### src/hw/ccds_pkg.sv
// ccds_pkg: constants shared by the clock divider and select block.
// assumes a 32-bit apb3 register port and a single 100 MHz system clock.
package ccds_pkg;

    // ------------------------------------------------------------------
    // structure
    // ------------------------------------------------------------------
    localparam int NUM_QUAD  = 4;
    localparam int NUM_LINE  = 8;
    localparam int NUM_DIV   = 2;
    localparam int NUM_EXT   = 8;
    localparam int NUM_SRC   = NUM_EXT + NUM_DIV;
    localparam int SRC_SEL_W = 4;
    localparam int MUX_LINES = 6;
    localparam int SEL_LINE0 = 6;
    localparam int NUM_SEL   = 2;

    // ------------------------------------------------------------------
    // register offsets (byte addresses)
    // ------------------------------------------------------------------
    localparam logic [7:0] OFS_DIV_CTRL = 8'h00;
    localparam logic [7:0] OFS_GATE_EN  = 8'h04;
    localparam logic [7:0] OFS_SEL_CTRL = 8'h08;
    localparam logic [7:0] OFS_STATUS   = 8'h0C;
    localparam logic [7:0] OFS_QMUX_LO  = 8'h10;
    localparam logic [7:0] OFS_QMUX_HI  = 8'h2C;

    // ------------------------------------------------------------------
    // field positions
    // ------------------------------------------------------------------
    localparam int DIV_FIELD_W   = 8;
    localparam int DIV_RATIO_LSB = 0;
    localparam int DIV_CLEAR_BIT = 2;
    localparam int DIV_REL_BIT   = 3;
    localparam int ST_RUN_LSB    = 0;
    localparam int ST_SEL_LSB    = 8;
    localparam int ST_GATE_LSB   = 16;

    // ------------------------------------------------------------------
    // reset values and encodings
    // ------------------------------------------------------------------
    localparam logic [15:0] RST_DIV_CTRL = 16'h0000;
    localparam logic [3:0]  RST_GATE_EN  = 4'hF;
    localparam logic [7:0]  RST_SEL_CTRL = 8'h00;
    localparam logic [23:0] RST_QMUX_A   = 24'h000000;
    localparam logic [15:0] RST_QMUX_B   = 16'h0000;

    localparam logic [1:0] DIV_BY2 = 2'h0;
    localparam logic [1:0] DIV_BY4 = 2'h1;
    localparam logic [1:0] DIV_BY8 = 2'h2;

    typedef enum logic [2:0] {
        SEL_FOLLOW_A = 3'h1,
        SEL_PARK     = 3'h2,
        SEL_FOLLOW_B = 3'h4
    } ccds_sel_state_t;

endpackage

### src/hw/ccds_top.sv
// ccds_top: clock dividers, per-quadrant primary line muxes, glitch-free
// selectors and quadrant clock gates, configured over apb3.
// assumes all clock sources are levels sampled synchronously to i_clk.
//
// The APB interface to the registers and the register addresses are this design's own decisions.
`timescale 1ns/1ps

// How it works
// - each divider outputs the fast clock divided by two, four or eight.
// - divided clock phase is fixed by the cycle the clear/release ends.
// - a divider's clear drops that divider's outputs at once, no clock needed.
// - after release, divider outputs restart only on a fast clock edge.
// - the selector swaps between two clocks with no glitch or runt pulse.
// - two selectors per quadrant drive primary lines six and seven.
// - eight primary lines per quadrant, each mux reaching every source.
// - software enables or disables each quadrant network; disabled lines stay still.
module ccds_top (
    input  wire logic                         i_clk,
    input  wire logic                         i_rstn,
    input  wire logic [ccds_pkg::NUM_EXT-1:0] i_clk_src,
    input  wire logic                         i_psel,
    input  wire logic                         i_penable,
    input  wire logic                         i_pwrite,
    input  wire logic [7:0]                   i_paddr,
    input  wire logic [31:0]                  i_pwdata,
    output logic      [31:0]                  o_prdata,
    output logic                              o_pready,
    output logic                              o_pslverr,
    output logic [ccds_pkg::NUM_DIV-1:0]      o_div_clk,
    output logic [31:0]                       o_quad_clk
);

    localparam int NQ = ccds_pkg::NUM_QUAD;
    localparam int NL = ccds_pkg::NUM_LINE;
    localparam int SW = ccds_pkg::SRC_SEL_W;

    // ------------------------------------------------------------------
    // functions
    // ------------------------------------------------------------------
    // pick one source by index; out-of-range indexes give a still line
    function automatic logic pick_src(input logic [ccds_pkg::NUM_SRC-1:0] src,
                                      input logic [SW-1:0]                sel);
        logic r;
        r = 1'b0;
        for (int k = 0; k < ccds_pkg::NUM_SRC; k++) begin
            if (sel == SW'(k)) begin
                r = src[k];
            end
        end
        return r;
    endfunction

    // true when the address falls in the per-quadrant mux window
    function automatic logic is_qmux(input logic [7:0] a);
        return (a >= ccds_pkg::OFS_QMUX_LO) && (a <= ccds_pkg::OFS_QMUX_HI)
               && (a[1:0] == 2'h0);
    endfunction

    // ------------------------------------------------------------------
    // register state
    // ------------------------------------------------------------------
    logic [15:0] div_ctrl_q;
    logic [15:0] div_ctrl_d;
    logic [3:0]  gate_en_q;
    logic [3:0]  gate_en_d;
    logic [7:0]  sel_ctrl_q;
    logic [7:0]  sel_ctrl_d;
    logic [23:0] qmux_a_q [NQ];
    logic [23:0] qmux_a_d [NQ];
    logic [15:0] qmux_b_q [NQ];
    logic [15:0] qmux_b_d [NQ];
    logic        pready_d;
    logic        pslverr_d;
    logic [31:0] prdata_d;

    logic [ccds_pkg::NUM_DIV-1:0] div_run;
    logic [ccds_pkg::NUM_SRC-1:0] src_all;
    logic [NQ*ccds_pkg::NUM_SEL-1:0] sel_clk;
    logic [NQ*ccds_pkg::NUM_SEL-1:0] sel_on_b;
    logic [31:0] raw_line;
    logic [31:0] line_en_q;
    logic [31:0] line_en_d;
    logic [31:0] quad_clk_d;
    logic [3:0]  gate_live;

    logic        access;
    logic        take;
    logic [1:0]  qidx;

    // ------------------------------------------------------------------
    // apb slave: one wait state, write lands on the edge with pready high
    // ------------------------------------------------------------------
    assign access = i_psel & i_penable;
    assign take   = access & o_pready;
    assign qidx   = 2'((i_paddr - ccds_pkg::OFS_QMUX_LO) >> 3);

    always_comb begin
        div_ctrl_d = div_ctrl_q;
        gate_en_d  = gate_en_q;
        sel_ctrl_d = sel_ctrl_q;
        qmux_a_d   = qmux_a_q;
        qmux_b_d   = qmux_b_q;
        pready_d   = access & ~o_pready;
        pslverr_d  = 1'b0;
        prdata_d   = 32'h00000000;
        if (take && i_pwrite) begin
            case (i_paddr)
                ccds_pkg::OFS_DIV_CTRL: div_ctrl_d = i_pwdata[15:0];
                ccds_pkg::OFS_GATE_EN:  gate_en_d  = i_pwdata[3:0];
                ccds_pkg::OFS_SEL_CTRL: sel_ctrl_d = i_pwdata[7:0];
                default: begin
                    if (is_qmux(i_paddr)) begin
                        if (i_paddr[2]) begin
                            qmux_b_d[qidx] = i_pwdata[15:0];
                        end else begin
                            qmux_a_d[qidx] = i_pwdata[23:0];
                        end
                    end
                end
            endcase
        end
        if (pready_d) begin
            case (i_paddr)
                ccds_pkg::OFS_DIV_CTRL: prdata_d = {16'h0000, div_ctrl_q};
                ccds_pkg::OFS_GATE_EN:  prdata_d = {28'h0000000, gate_en_q};
                ccds_pkg::OFS_SEL_CTRL: prdata_d = {24'h000000, sel_ctrl_q};
                ccds_pkg::OFS_STATUS: begin
                    prdata_d[ccds_pkg::ST_RUN_LSB +: ccds_pkg::NUM_DIV] = div_run;
                    prdata_d[ccds_pkg::ST_SEL_LSB +: 8]  = sel_on_b;
                    prdata_d[ccds_pkg::ST_GATE_LSB +: 4] = gate_live;
                end
                default: begin
                    if (is_qmux(i_paddr)) begin
                        prdata_d = i_paddr[2] ? {16'h0000, qmux_b_q[qidx]}
                                              : {8'h00, qmux_a_q[qidx]};
                    end else begin
                        pslverr_d = 1'b1;
                    end
                end
            endcase
        end
    end

    always_ff @(posedge i_clk or negedge i_rstn) begin
        if (!i_rstn) begin
            div_ctrl_q <= ccds_pkg::RST_DIV_CTRL;
            gate_en_q  <= ccds_pkg::RST_GATE_EN;
            sel_ctrl_q <= ccds_pkg::RST_SEL_CTRL;
            for (int q = 0; q < NQ; q++) begin
                qmux_a_q[q] <= ccds_pkg::RST_QMUX_A;
                qmux_b_q[q] <= ccds_pkg::RST_QMUX_B;
            end
            o_pready   <= 1'b0;
            o_pslverr  <= 1'b0;
            o_prdata   <= 32'h00000000;
        end else begin
            div_ctrl_q <= div_ctrl_d;
            gate_en_q  <= gate_en_d;
            sel_ctrl_q <= sel_ctrl_d;
            qmux_a_q   <= qmux_a_d;
            qmux_b_q   <= qmux_b_d;
            o_pready   <= pready_d;
            o_pslverr  <= pslverr_d;
            o_prdata   <= prdata_d;
        end
    end

    // ------------------------------------------------------------------
    // clock dividers
    // ------------------------------------------------------------------
    for (genvar d = 0; d < ccds_pkg::NUM_DIV; d++) begin : g_div
        localparam int B = d * ccds_pkg::DIV_FIELD_W;
        ccds_divider u_div (
            .i_clk     (i_clk),
            .i_rstn    (i_rstn),
            .i_clear   (div_ctrl_q[B + ccds_pkg::DIV_CLEAR_BIT]),
            .i_release (div_ctrl_q[B + ccds_pkg::DIV_REL_BIT]),
            .i_ratio   (div_ctrl_q[B + ccds_pkg::DIV_RATIO_LSB +: 2]),
            .o_div_clk (o_div_clk[d]),
            .o_running (div_run[d])
        );
    end

    // divider outputs join the external sources as primary clock sources
    assign src_all = {o_div_clk, i_clk_src};

    // ------------------------------------------------------------------
    // per-quadrant central muxes and selectors
    // ------------------------------------------------------------------
    for (genvar q = 0; q < NQ; q++) begin : g_quad
        // lines zero to five: identical mux reaching every source
        for (genvar l = 0; l < ccds_pkg::MUX_LINES; l++) begin : g_line
            assign raw_line[q*NL + l] = pick_src(src_all, qmux_a_q[q][l*SW +: SW]);
        end
        // two selectors feed the two top lines of the quadrant
        for (genvar s = 0; s < ccds_pkg::NUM_SEL; s++) begin : g_sel
            localparam int I = q * ccds_pkg::NUM_SEL + s;
            ccds_selector u_sel (
                .i_clk   (i_clk),
                .i_rstn  (i_rstn),
                .i_src_a (pick_src(src_all, qmux_b_q[q][(2*s)*SW +: SW])),
                .i_src_b (pick_src(src_all, qmux_b_q[q][(2*s+1)*SW +: SW])),
                .i_sel   (sel_ctrl_q[I]),
                .o_clk   (sel_clk[I]),
                .o_on_b  (sel_on_b[I])
            );
            assign raw_line[q*NL + ccds_pkg::SEL_LINE0 + s] = sel_clk[I];
        end
        assign gate_live[q] = &line_en_q[q*NL +: NL];
    end

    // ------------------------------------------------------------------
    // quadrant clock gates
    // ------------------------------------------------------------------
    always_comb begin
        for (int i = 0; i < 32; i++) begin
            // take the new enable only while the line is low
            line_en_d[i]  = raw_line[i] ? line_en_q[i] : gate_en_q[i / NL];
            // a disabled line is held low so nothing it clocks moves
            quad_clk_d[i] = raw_line[i] & line_en_d[i];
        end
    end

    always_ff @(posedge i_clk or negedge i_rstn) begin
        if (!i_rstn) begin
            line_en_q  <= 32'h00000000;
            o_quad_clk <= 32'h00000000;
        end else begin
            line_en_q  <= line_en_d;
            o_quad_clk <= quad_clk_d;
        end
    end

endmodule

### src/hw/ccds_divider.sv
// ccds_divider: divide the fast clock by 2, 4 or 8.
// assumes i_clear comes from a flip-flop so the async clear is clean.
`timescale 1ns/1ps
module ccds_divider (
    input  wire logic       i_clk,
    input  wire logic       i_rstn,
    input  wire logic       i_clear,
    input  wire logic       i_release,
    input  wire logic [1:0] i_ratio,
    output logic            o_div_clk,
    output logic            o_running
);

    logic       arst_n;
    logic       running_d;
    logic [2:0] cnt_q;
    logic [2:0] cnt_d;
    logic       out_d;

    // clear acts without the clock and forces everything low
    assign arst_n = i_rstn & ~i_clear;

    always_comb begin
        running_d = i_release;
        cnt_d     = 3'h0;
        out_d     = 1'b0;
        // counting starts at the second edge after release, fixing phase
        if (o_running) begin
            cnt_d = 3'(cnt_q + 3'h1);
            // high phase starts on the first counting edge for every ratio
            case (i_ratio)
                ccds_pkg::DIV_BY2: out_d = ~cnt_q[0];
                ccds_pkg::DIV_BY4: out_d = ~cnt_q[1];
                ccds_pkg::DIV_BY8: out_d = ~cnt_q[2];
                default:           out_d = ~cnt_q[2];
            endcase
        end
    end

    // release takes effect only on a clock edge ratio output
    always_ff @(posedge i_clk or negedge arst_n) begin
        if (!arst_n) begin
            o_running <= 1'b0;
            cnt_q     <= 3'h0;
            o_div_clk <= 1'b0;
        end else begin
            o_running <= running_d;
            cnt_q     <= cnt_d;
            o_div_clk <= out_d;
        end
    end

endmodule

### src/hw/ccds_selector.sv
// ccds_selector: glitch-free two-way clock selector.
// assumes both source clocks are sampled levels synchronous to i_clk.
`timescale 1ns/1ps
module ccds_selector (
    input  wire logic i_clk,
    input  wire logic i_rstn,
    input  wire logic i_src_a,
    input  wire logic i_src_b,
    input  wire logic i_sel,
    output logic      o_clk,
    output logic      o_on_b
);

    ccds_pkg::ccds_sel_state_t state_q;
    ccds_pkg::ccds_sel_state_t state_d;
    logic                      out_d;

    // leave a source only while it is low, join the new one only while it
    // is low, so no pulse is ever cut short
    always_comb begin
        state_d = state_q;
        out_d   = 1'b0;
        case (state_q)
            ccds_pkg::SEL_FOLLOW_A: begin
                if (i_sel && !i_src_a) begin
                    state_d = ccds_pkg::SEL_PARK;
                end else begin
                    out_d = i_src_a;
                end
            end
            ccds_pkg::SEL_FOLLOW_B: begin
                if (!i_sel && !i_src_b) begin
                    state_d = ccds_pkg::SEL_PARK;
                end else begin
                    out_d = i_src_b;
                end
            end
            ccds_pkg::SEL_PARK: begin
                if (i_sel && !i_src_b) begin
                    state_d = ccds_pkg::SEL_FOLLOW_B;
                end else if (!i_sel && !i_src_a) begin
                    state_d = ccds_pkg::SEL_FOLLOW_A;
                end
            end
            default: state_d = ccds_pkg::SEL_PARK;
        endcase
    end

    always_ff @(posedge i_clk or negedge i_rstn) begin
        if (!i_rstn) begin
            state_q <= ccds_pkg::SEL_FOLLOW_A;
            o_clk   <= 1'b0;
            o_on_b  <= 1'b0;
        end else begin
            state_q <= state_d;
            o_clk   <= out_d;
            o_on_b  <= (state_d == ccds_pkg::SEL_FOLLOW_B);
        end
    end

endmodule

### config.mk
export PLATFORM = sky130hd
export DESIGN_NAME = ccds_top
export DESIGN_NICKNAME = d
export VERILOG_FILES = /design/src/hw/ccds_pkg.sv /design/src/hw/ccds_top.sv /design/src/hw/ccds_divider.sv /design/src/hw/ccds_selector.sv
export SDC_FILE = /design/constraint.sdc
export NUM_CORES = 1
export LEC_CHECK = 0
export BUFFER_PORTS_ARGS = -buffer_cell sky130_fd_sc_hd__buf_2
export CAP_MARGIN = 20
export CORE_MARGIN = 2
export CORE_UTILIZATION = 47
export DETAILED_ROUTE_END_ITERATION = 10
export GPL_TIMING_DRIVEN = 0
export PLACE_DENSITY = 0.67
export SYNTH_ARGS = -nofsm -noshare
export SYNTH_HDL_FRONTEND = slang
export SYNTH_SLANG_ARGS = --single-unit
### constraint.sdc
create_clock -name i_clk -period 0.8 [get_ports i_clk]
set_clock_uncertainty 0.2 [all_clocks]
set_input_delay 0.04 -clock i_clk [delete_from_list [all_inputs] [get_ports i_clk]]
set_output_delay 0.04 -clock i_clk [all_outputs]
set_load 0.02 [all_outputs]
[Word-level counts from Yosys, hierarchy flattened]
Index checks and enable logic that the tools add are counted.
Operators by class
  $add $sub $neg: 3
  $lt $le $gt $ge: 4
  equality and inequality tests: 397
  mux-type cells: 524
  bitwise operators: 49
  reductions and logical operators: 116
Operators by type and width (number)
  4-bit by 3-bit equality test with 1-bit output (second input constant): 160
  1-bit two-way mux: 453
  4-bit by 2-bit equality test with 1-bit output (second input constant): 80
  4-bit equality test (second input constant): 80
  4-bit by 1-bit equality test with 1-bit output (second input constant): 40
  4-bit zero test: 40
  24-bit two-way mux: 5
  3-bit two-way mux: 34
  96-bit bitwise mux: 1
  3-bit one-hot mux with 3 select lines: 8
  64-bit bitwise mux: 1
  24-bit binary-select mux with 2-bit select: 1
  24-bit demux with 2-bit select: 1
  3-bit equality test (second input constant): 16
  16-bit two-way mux: 3
  1-bit AND: 37
  1-bit logical AND: 36
  12-bit one-hot mux with 3 select lines: 1
  16-bit binary-select mux with 2-bit select: 1
  16-bit demux with 2-bit select: 1
  32-bit two-way mux: 1
  8-bit AND reduction: 4
  3-bit by 1-bit equality test with 1-bit output (second input constant): 8
  3-bit by 2-bit equality test with 1-bit output (second input constant): 8
  other kinds (23): 73
Storage, ports and cells
  register bits after elaboration: 336
  input bits: 53
  output and inout port bits: 68

[Depth between registers and ports, before layout]
Gate-level depths: netlist (run 1).
  depth in word-level cells: 17
  depth in mapped cells: 8
  depth with buffers taken out: 6

[Cells and area by module]
From an unflattened synthesis (run 1), not the netlist that was laid out.
Unflattened totals
  cell total of the unflattened synthesis: 1361
  area, all modules: 17625.7 um^2
Modules (own cells, without submodules)
  ccds_top: instances 1, cells each 1139, area each 15215.8 um^2, sequential area each 6961.7 um^2
  ccds_selector: instances 8, cells each 24, area each 251.5 um^2, sequential area each 126.4 um^2
  ccds_divider: instances 2, cells each 15, area each 198.9 um^2, sequential area each 125.1 um^2

[Worst setup path after synthesis (run 1)]
No wires, ideal clock.
  kind: register to register
  from: register o_pready
  to: register qmux_b_q[24] (netlist name)
  setup time: 125 ps
  data arrival time: 2000 ps
  required time: 475 ps
  slack: -1524 ps
  stages on the path, launching flop included: 7
  path buffers: 2
  period minus slack after synthesis: 2324 ps
  cell sequence: dfrtp_1 > nand2_1 > nor3_1 > and4_1 > clkbuf_1 > buf_1 > mux2_2
On the way
  word-level cells in the longest chain between the ends: 3
RTL lines
  from (decl): line ccds_top.sv:27  | output logic o_pready,
  from (signal assigned): line ccds_top.sv:162  | o_pready <= pready_d;
  1-bit AND: line ccds_top.sv:94  | assign take = access & o_pready;
  1-bit logical AND: line ccds_top.sv:106  | if (take && i_pwrite) begin
  4-bit AND reduction (no source line)
  to (signal, indexed assignment): line ccds_top.sv:151  | qmux_b_q[q] <= ccds_pkg::RST_QMUX_B;
  to (signal assigned): line ccds_top.sv:161  | qmux_b_q <= qmux_b_d;
  to (decl): line ccds_top.sv:70  | logic [15:0] qmux_b_q [NQ];
Every way passes these cells.
A chain may end at the register's enable or synchronous reset.

[Final worst setup path (run 1)]
  from: register g_div[1].u_div.o_div_clk
  to: register g_quad[1].g_sel[0].u_sel.o_clk
On the way
  word-level cells in the longest chain between the ends: 5
RTL lines
  from (decl): line ccds_divider.sv:10  | output logic o_div_clk,
  from (signal assigned): line ccds_divider.sv:49  | o_div_clk <= out_d;
  1-bit two-way mux: line ccds_top.sv:46  | if (sel == SW'(k)) begin
  1-bit zero test, on equally long branches: line ccds_selector.sv:32, ccds_selector.sv:25
  1-bit logical AND, on equally long branches: line ccds_selector.sv:32, ccds_selector.sv:25
  1-bit two-way mux, on equally long branches: line ccds_selector.sv:32, ccds_selector.sv:25
  1-bit one-hot mux with 2 select lines *: line ccds_selector.sv:23  | case (state_q)
  net g_quad[1].g_sel[0].u_sel.out_d: line ccds_selector.sv:16  | logic out_d;
  to (signal assigned): line ccds_selector.sv:56  | o_clk <= out_d;
  to (decl): line ccds_selector.sv:10  | output logic o_clk,
Mark *: on every way through the listed nets, which the timed path passes. The rest lies on a longest branch.

==> reports/metrics.yaml, run 1 <==
outcome:
  outcome: "finished with violations"
  violations: "hold timing, setup timing"
worst_setup_path:
  critical_path_class: "register to register"
  crit_path_start_kind: "register"
  worstPathMaxFanout: 7
  r2r_cells: 6
  r2r-start: "g_div[1].u_div.o_div_clk"
  worstPathRequired_ns: 1.03
  worst-r2r-setup-slack_ns: -1.41
  worstPathCellList: "clkbuf_16 -> mux2i_1 -> nor4b_2 -> a211oi_4 -> or3_1 -> a21oi_4"
  critPathMaxStageDelay_ns: 0.46
  arrival_ns: 2.44
  endpoint_kind: "register"
  reg2reg_to: "g_quad[1].g_sel[0].u_sel.o_clk"
  crit_slowest_cell: "dfrtp_2"
final_layout:
  final_util: 0.670
  fin_nets: 1706
  syn2layout_area_growth_pct: 40.7
  drive_gt1_frac: 0.615
  antenna_cells: 0
  final.fill_count: 2515
logic_synthesis:
  ys_types: 53
  netlist_top_cells_area: "dfrtp_1 45%, mux4_2 15%, mux2_2 14%"
  synthMuxAreaShare: 0.358
  synth-seq-area-share: 0.473
  synth_compound_area_frac: 0.0433
  ys.flop_type: "dfrtp_1"
  synth-xor-area-share: 0.00403
  synth_edf_count: 0
  ys_top_cells_by_count: "316 x dfrtp_1, 222 x mux2_2, 116 x mux4_2"
  syn_inst: 1311
  synthAdderAreaFrac: 0.00144
  syn_avg_cell_area_um2: 13.3
  async_reset_ff_frac: 1.00
  yosys.cell_count.top_type: "dfrtp_1"
  syn_area_mm2: 0.0174
  synth_top_family_by_area: "multiplexers"
  synth_top_area_frac: 0.455
  synth_top_cell_by_area: "dfrtp_1"
  yosysWarnings: 0
  yosys.area_share.simple: 0.0890
  ys_seq_elements: 328
pwr:
  ir_worst_vdd_v: 0.00111
  p_leak_nw: 10.7
  p_seq_frac: 0.448
  p_int_w: 0.0296
  comb_power_share: 0.123
  p_switching_w: 0.0107
  clock_power_share: 0.430
  switching_share: 0.265
  power.density_mw_per_mm2: 1650
  report.power.total_w: 0.0403
timing:
  hold_violations: 443
  rsz0062_at_grt: "true"
  fmax_ghz: 0.452
  period_share: 2.77
  relSlewSlack: 0.333
  fin_crit_ns: 2.21
  slew_violations: 0
  whs_ns: -0.768
  tightest_slew_ns: 1.00
  setup_viol: 386
  finalWorstSetupSlack_ns: -1.41
route:
  ant_nets: 0
  avgViaCountPerCell: 6.36
  vias: 13600
  drc: 0
  post_drt_wl_per_cell_um: 27.8
  drtPass1Iterations: 7
  wirelength_um: 59500
  initialDrtViolationCount: 1307
placement:
  dp_slack_ns: -2.40
  dp_hpwl_um: 36200
  io_buffers: 100
  gp_congestion: 0.933
min_path:
  hold_class: "input pin to asynchronous set/reset pin"
clock_network:
  cts_tree: "yes"
  cts_inserted_buffers: 38
  h-tree-depth: 2
  path_clk_slew_ns: 0.06
  cts.path.max_buffers: 3
  clock_sinks: 328
  clockRootBuffer: "clkbuf_16"
  clock_latency_ns: 0.55
  ctsHoldBuffers: 12
floorplanning:
  die_area_mm2: 0.0385
  die_y_um: 196
  io_pins: 121
  die_x_um: 196
  fp.coreArea_mm2: 0.0365
  fp-row-count: 70
  start_util: 0.476
global_route:
  grt_pass1_wl_um: 87800
  first_global_vias: 13800
  grt_use_total: 0.307
  grt_max_degree: 122
  antenna_found_initial: 0
  overflow: 0
run:
  cap_violations: 0
[worst max-delay path, delay by kind of cell (launching register included)]
| family | cells | cell delay [ns] |
|---|---|---|
| DFF | 1 | 0.46 |
| muxes | 1 | 0.10 |
| and+or+nand+nor | 2 | 0.76 |
| buffers and inverters | 1 | 0.21 |
| AOI/OAI and AO/OA | 2 | 0.36 |
[registers in the layout, summed over array words and instances (netlist names), 2 cells and up]
register / count
g_quad.g_sel.u_sel.o_clk: 8
o_prdata: 24
g_div.u_div.o_div_clk: 2
div_ctrl_q: 16
qmux_a_q: 96
g_quad.g_sel.u_sel.o_on_b: 8
line_en_q: 32
g_div.u_div.cnt_q: 6
qmux_b_q: 64
o_quad_clk: 32
sel_ctrl_q: 8
g_quad.g_sel.u_sel.state_q: 24
gate_en_q: 4
g_div.u_div.o_running: 2
[power by group through the flow]
stage          logic (W)  registers (W)  clock network (W)
3_3_place_gp     0.00378         0.0182                  0
6_report         0.00494         0.0180             0.0173
4_1_cts          0.00451         0.0179             0.0175
2_1_floorplan    0.00248         0.0180                  0
5_1_grt          0.00524         0.0181             0.0182
3_5_place_dp     0.00391         0.0182                  0
[cells by family (layout without fill, tap and decap cells)]
kind of cell / Yosys count / count (layout)
buffers and inverters: 119 / 478
AO/OA/AOI/OAI: 121 / 121
other: 1 / 8
adder cells (fa/ha/maj): 2 / 2
flip-flops: 328 / 328
multiplexers: 444 / 444
XOR/XNOR: 8 / 8
AND/OR/NAND/NOR: 288 / 288
[area by class of cell]
cell class	count	area (um^2)	area share
buffer	94	945	0.0386
clock buffer	56	1140	0.0467
clock inverter	10	83.8	0.00343
inverter	15	63.8	0.00261
multi-input combinational	871	10300	0.420
sequential	328	8300	0.339
tap	468	586	0.0239
timing repair buffer	303	3060	0.125
[routing by layer]
layer / vias to the layer above / global-route usage / share of wire
met3: 212 / 0.0780 / 0.097
met2: 808 / 0.468 / 0.45
met4: 0 / 0.147 / 0.056
li1: 5585 / - / -
met1: 7038 / 0.412 / 0.39
met5: - / 0 / 0
[how the worst max path moves through the flow]
stage	cells after the start	from	to
after floorplan	8	i_paddr[1]	div_ctrl_q[10]
final	6	g_div[1].u_div.o_div_clk	g_quad[1].g_sel[0].u_sel.o_clk
after global routing	6	qmux_b_q[36]	g_quad[1].g_sel[0].u_sel.state_q[1]
after global placement	1	i_rstn	o_pready
after CTS	6	qmux_b_q[8]	g_quad[3].g_sel[1].u_sel.state_q[1]
after detailed placement	7	i_paddr[2]	o_prdata[16]
[cells in the final DEF (no fill, tap or decap), types with 8 or more instances in the layout]
| cell | instances |
|---|---|
| nand3b_1 | 15 |
| o21ai_2 | 25 |
| buf_12 | 19 |
| a222oi_1 | 8 |
| and2_4 | 21 |
| dlygate4sd3_1 | 12 |
| clkbuf_16 | 58 |
| nand4_1 | 15 |
| o21ai_4 | 8 |
| mux4_2 | 116 |
| and2_1 | 19 |
| clkbuf_8 | 9 |
| buf_2 | 43 |
| buf_6 | 133 |
| a31oi_1 | 8 |
| mux2i_1 | 77 |
| mux2i_4 | 11 |
| inv_1 | 14 |
| clkbuf_2 | 16 |
| clkbuf_1 | 35 |
| buf_4 | 109 |
| a21oi_2 | 17 |
| nor3_1 | 16 |
| mux2_2 | 119 |
| nor2_1 | 56 |
| conb_1 | 8 |
| nand2_1 | 34 |
| mux2_4 | 113 |
| buf_8 | 14 |
| dfrtp_1 | 253 |
| mux2i_2 | 8 |
| dfrtp_2 | 63 |
| nand2b_1 | 17 |
| and3_1 | 8 |
| nor3_4 | 9 |
| dfstp_2 | 12 |
[what timing repair did]
item | 4_1_cts | 5_1_grt
gates resized for setup | 443 | 200
pin swaps | 90 | 93
hold endpoints to repair | 492 | 439
gates cloned | 18 | 3
endpoints found under the setup margin | 396 | 391
setup buffers | 135 | 51
[through the flow]
stage	std cells	TNS (ns)	cell area [um^2]
2_1_floorplan	1318	-302.82	18100
3_3_place_gp	1886	-2591.71	19200
4_1_cts	2115	-355.94	23700
6_report	2145	-366.03	24500
5_1_grt	2145	-379.73	24500
3_5_place_dp	1889	-607.90	19300
(Power assumes the default switching activity.)
==> inputs of run 2 (changes only) <==
- SYNTH_HIERARCHICAL: unset -> 1
==> reports/metrics.yaml, run 2 <==
logic_synthesis:
  async_reset_ff_frac: 1.00  # unchanged
  yosys.cell_count.top_type: "dfrtp_1"  # unchanged
  netlist_top_cells_area: "dfrtp_1 45%, mux2_2 14%, mux4_2 13%"  # was dfrtp_1 45%, mux4_2 15%, mux2_2 14%
  yosys.area_share.simple: 0.103  # was 0.0890
  yosysWarnings: 6  # was 0
  synth-seq-area-share: 0.467  # was 0.473
  syn_area_mm2: 0.0176  # was 0.0174 mm^2
  synth_compound_area_frac: 0.0593  # was 0.0433
  synthMuxAreaShare: 0.340  # was 0.358
  synthAdderAreaFrac: 0.00142  # was 0.00144
  synth_edf_count: 0  # unchanged
  syn_avg_cell_area_um2: 13.0  # was 13.3 um^2
  synth_top_family_by_area: "multiplexers"  # unchanged
  ys_seq_elements: 328  # unchanged
  ys_types: 48  # was 53
  synth_top_cell_by_area: "dfrtp_1"  # unchanged
  synth_top_area_frac: 0.449  # was 0.455
  syn_inst: 1361  # was 1,311
  ys.flop_type: "dfrtp_1"  # unchanged
  ys_top_cells_by_count: "316 x dfrtp_1, 224 x mux2_2, 111 x mux2i_1"  # was 316 x dfrtp_1, 222 x mux2_2, 116 x mux4_2
  synth-xor-area-share: 0.00149  # was 0.00403
final_layout:
  drive_gt1_frac: 0.560  # was 0.615
  fin_nets: 1703  # was 1,706
  final_common_cell: "dfrtp_1"  # unchanged
  layout_common_cells: "293 x dfrtp_1, 144 x mux2_2, 126 x buf_6"  # was 253 x dfrtp_1, 133 x buf_6, 119 x mux2_2
  largest_registers: "qmux_a_q: 96 flops, qmux_b_q: 64 flops"  # unchanged
  syn2layout_area_growth_pct: 39.1  # was 40.7%
  finalNonFillerCells: 2144  # was 2,145
  top_register: "qmux_a_q"  # unchanged
  antenna_cells: 0  # unchanged
  largest_register_ffs: 96  # unchanged
global_route:
  overflow: 0  # unchanged
  first_global_vias: 13800  # about the same
  antenna_found_initial: 0  # unchanged
  grt_max_degree: 59  # was 122
  grt_pass1_wl_um: 89600  # was 87,800 um
  grt_use_total: 0.314  # was 0.307
timing:
  slew_violations: 0  # unchanged
  whs_ns: -0.280  # was -0.768 ns
  tightest_slew_ns: 0.958  # was 1.00 ns
  setup_viol: 714  # was 386
  period_share: 3.19  # was 2.77
  fin_setup_tns_ns: -553.74  # was -366.03 ns
  hold_violations: 107  # was 443
  finalWorstSetupSlack_ns: -1.75  # was -1.41 ns
  relSlewSlack: 0.361  # was 0.333
  fin_crit_ns: 2.55  # was 2.21 ns
  fmax_ghz: 0.392  # was 0.452 GHz
  rsz0062_at_grt: "true"  # unchanged
worst_setup_path:
  critPathMaxStageDelay_ns: 0.51  # was 0.46 ns
  crit_family: "simple AND/OR/NAND/NOR gates"  # unchanged
  worstPathMaxFanout: 5  # was 7
  startpoint: "g_div[0].u_div/o_div_clk"  # was g_div[1].u_div.o_div_clk
  arrival_ns: 2.84  # was 2.44 ns
  crit_slowest_cell: "or4b_1"  # was dfrtp_2
  crit_end: "g_quad[0].g_sel[1].u_sel/state_q[0]"  # was g_quad[1].g_sel[0].u_sel.o_clk
  crit_top_cell: "clkbuf_16"
  r2r_cells: 10  # was 6
  crit_path_start_kind: "register"  # unchanged
  path_buf_inv: 3  # was 1
  worst-r2r-setup-slack_ns: -1.75  # was -1.41 ns
  cp.depth: 10  # was 6
  r2r-start: "g_div[0].u_div/o_div_clk"  # was g_div[1].u_div.o_div_clk
  critical_path_class: "register to register"  # unchanged
  worstPathRequired_ns: 1.09  # was 1.03 ns
  worstPathCellList: "clkbuf_16 -> clkbuf_16 -> clkbuf_16 -> mux2i_1 -> nor2_1 -> mux2i_1 -> o21ai_2 -> or4b_1 -> o21ai_1 -> and2b_1"  # was clkbuf_16 -> mux2i_1 -> nor4b_2 -> a211oi_4 -> or3_1 -> a21oi_4
  endpoint_kind: "register"  # unchanged
  reg2reg_to: "g_quad[0].g_sel[1].u_sel/state_q[0]"  # was g_quad[1].g_sel[0].u_sel.o_clk
floorplanning:
  fp.coreArea_mm2: 0.0368  # was 0.0365 mm^2
  io_pins: 121  # unchanged
  die_x_um: 198  # was 196 um
  die_area_mm2: 0.0391  # was 0.0385 mm^2
  start_util: 0.479  # was 0.476
  die_y_um: 198  # was 196 um
  fp-row-count: 70  # unchanged
route:
  avgViaCountPerCell: 6.43  # was 6.36
  post_drt_wl_per_cell_um: 29.0  # was 27.8 um
  drc: 0  # unchanged
  drtPass1Iterations: 6  # was 7
  vias: 13800  # was 13,600
  initialDrtViolationCount: 1270  # was 1,307
  wirelength_um: 62100  # was 59,500 um
  ant_nets: 0  # unchanged
pwr:
  clock_power_share: 0.434  # was 0.430
  p_leak_nw: 10.5  # was 10.7 nW
  comb_power_share: 0.117  # was 0.123
  ir_worst_vdd_v: 0.00110  # was 0.00111 V
  p_switching_w: 0.0105  # was 0.0107 W
  p_int_w: 0.0298  # was 0.0296 W
  switching_share: 0.261  # was 0.265
  p_seq_frac: 0.449  # was 0.448
  power.density_mw_per_mm2: 1640  # was 1650 mW/mm^2
placement:
  dp_hpwl_um: 37200  # was 36,200 um
  gp_congestion: 0.896  # was 0.933
  io_buffers: 97  # was 100
  dp_cells: 1935  # was 1,889
outcome:
  violations: "hold timing, setup timing"  # unchanged
  outcome: "finished with violations"  # unchanged
clock_network:
  clock_latency_ns: 0.54  # was 0.55 ns
  clockRootBuffer: "clkbuf_16"  # unchanged
  clock_sinks: 328  # unchanged
  cts_inserted_buffers: 37  # was 38
  cts.path.max_buffers: 3  # unchanged
  h-tree-depth: 2  # unchanged
  cts_tree: "yes"  # unchanged
  path_clk_slew_ns: 0.06  # about the same
min_path:
  hold_depth: 2
  hold_class: "input pin to register"  # was input pin to asynchronous set/reset pin
run:
  cap_violations: 0  # unchanged
## run 2: cell types whose count changed in the layout (fill, tap and decap cells not counted), sizes merged, moves of 16 or more
cell and delta:
buf -66, nand2 -23, nand2b +18, nand3b +23
nor2b +23, nor3 -16, o21ai +20, o22ai +16
o32ai +19
## run 2: power groups by stage
stage	sequential (W)	combinational, W	clock (W)
after floorplan	0.0180	0.00243	0
after global placement	0.0182	0.00366	0
after CTS	0.0180	0.00433	0.0177
final	0.0181	0.00472	0.0175
after detailed placement	0.0182	0.00379	0
after global routing	0.0182	0.00503	0.0184
## run 2: worst min-delay path by stage
stage / from / to / slack [ns]
global placement: i_pwdata[22] / qmux_a_q[22] / 0.12
floorplan: i_rstn / div_ctrl_q[0] / -0.46
CTS: i_pwdata[13] / qmux_b_q[61] / -0.29
finish: i_pwdata[13] / qmux_b_q[61] / -0.28
detailed placement: i_rstn / o_quad_clk[30] / -0.06
global route: i_pwdata[13] / qmux_b_q[29] / -0.27
## run 2: cells by family after synthesis
family,count (synthesis)
xor gates and xnor gates,3
other,1
adders and majority gates,2
and+or+nand+nor,309
DFF,328
AOI/OAI and AO/OA,164
buffers and inverters,113
muxes,441
## run 2: area by class of cell
class	count	area [um^2]
tap	468	586
clock inverter	12	118
buffer	97	1000
multi-input combinational	927	10700
clock buffer	55	1130
sequential	328	8260
fill	2504	12300
timing repair buffer	249	2720
inverter	8	42.5
## run 2: timing repair
item,4_1_cts,5_1_grt
cloned,15,7
setup buffers,83,46
endpoints found under the setup margin,607,661
hold buffers,13,1
endpoints found under the hold margin,428,327
pin swaps,43,45
gates resized for setup,397,157
## run 2: metal layers
layer / up-vias / wire, um / track usage
met1: 7114 / 24200 / 0.423
li1: 5699 / - / -
met4: 0 / 3290 / 0.135
met5: - / 0 / 0
met2: 783 / 28500 / 0.486
met3: 199 / 6080 / 0.0758
## run 2: stage by stage
step | setup slack, ns | total power, W | util | cell area, um^2 | hold slack, ns
finish | -1.75 | 0.0403 | 0.667 | 24500 | -0.280
global route | -1.82 | 0.0416 | 0.667 | 24500 | -0.266
CTS | -1.68 | 0.0400 | 0.642 | 23600 | -0.288
detailed placement | -2.28 | 0.0220 | 0.532 | 19600 | -0.0586
global placement | -7.24 | 0.0219 | 0.530 | 19500 | 0.121
floorplan | -1.45 | 0.0204 | - | 18400 | -0.456
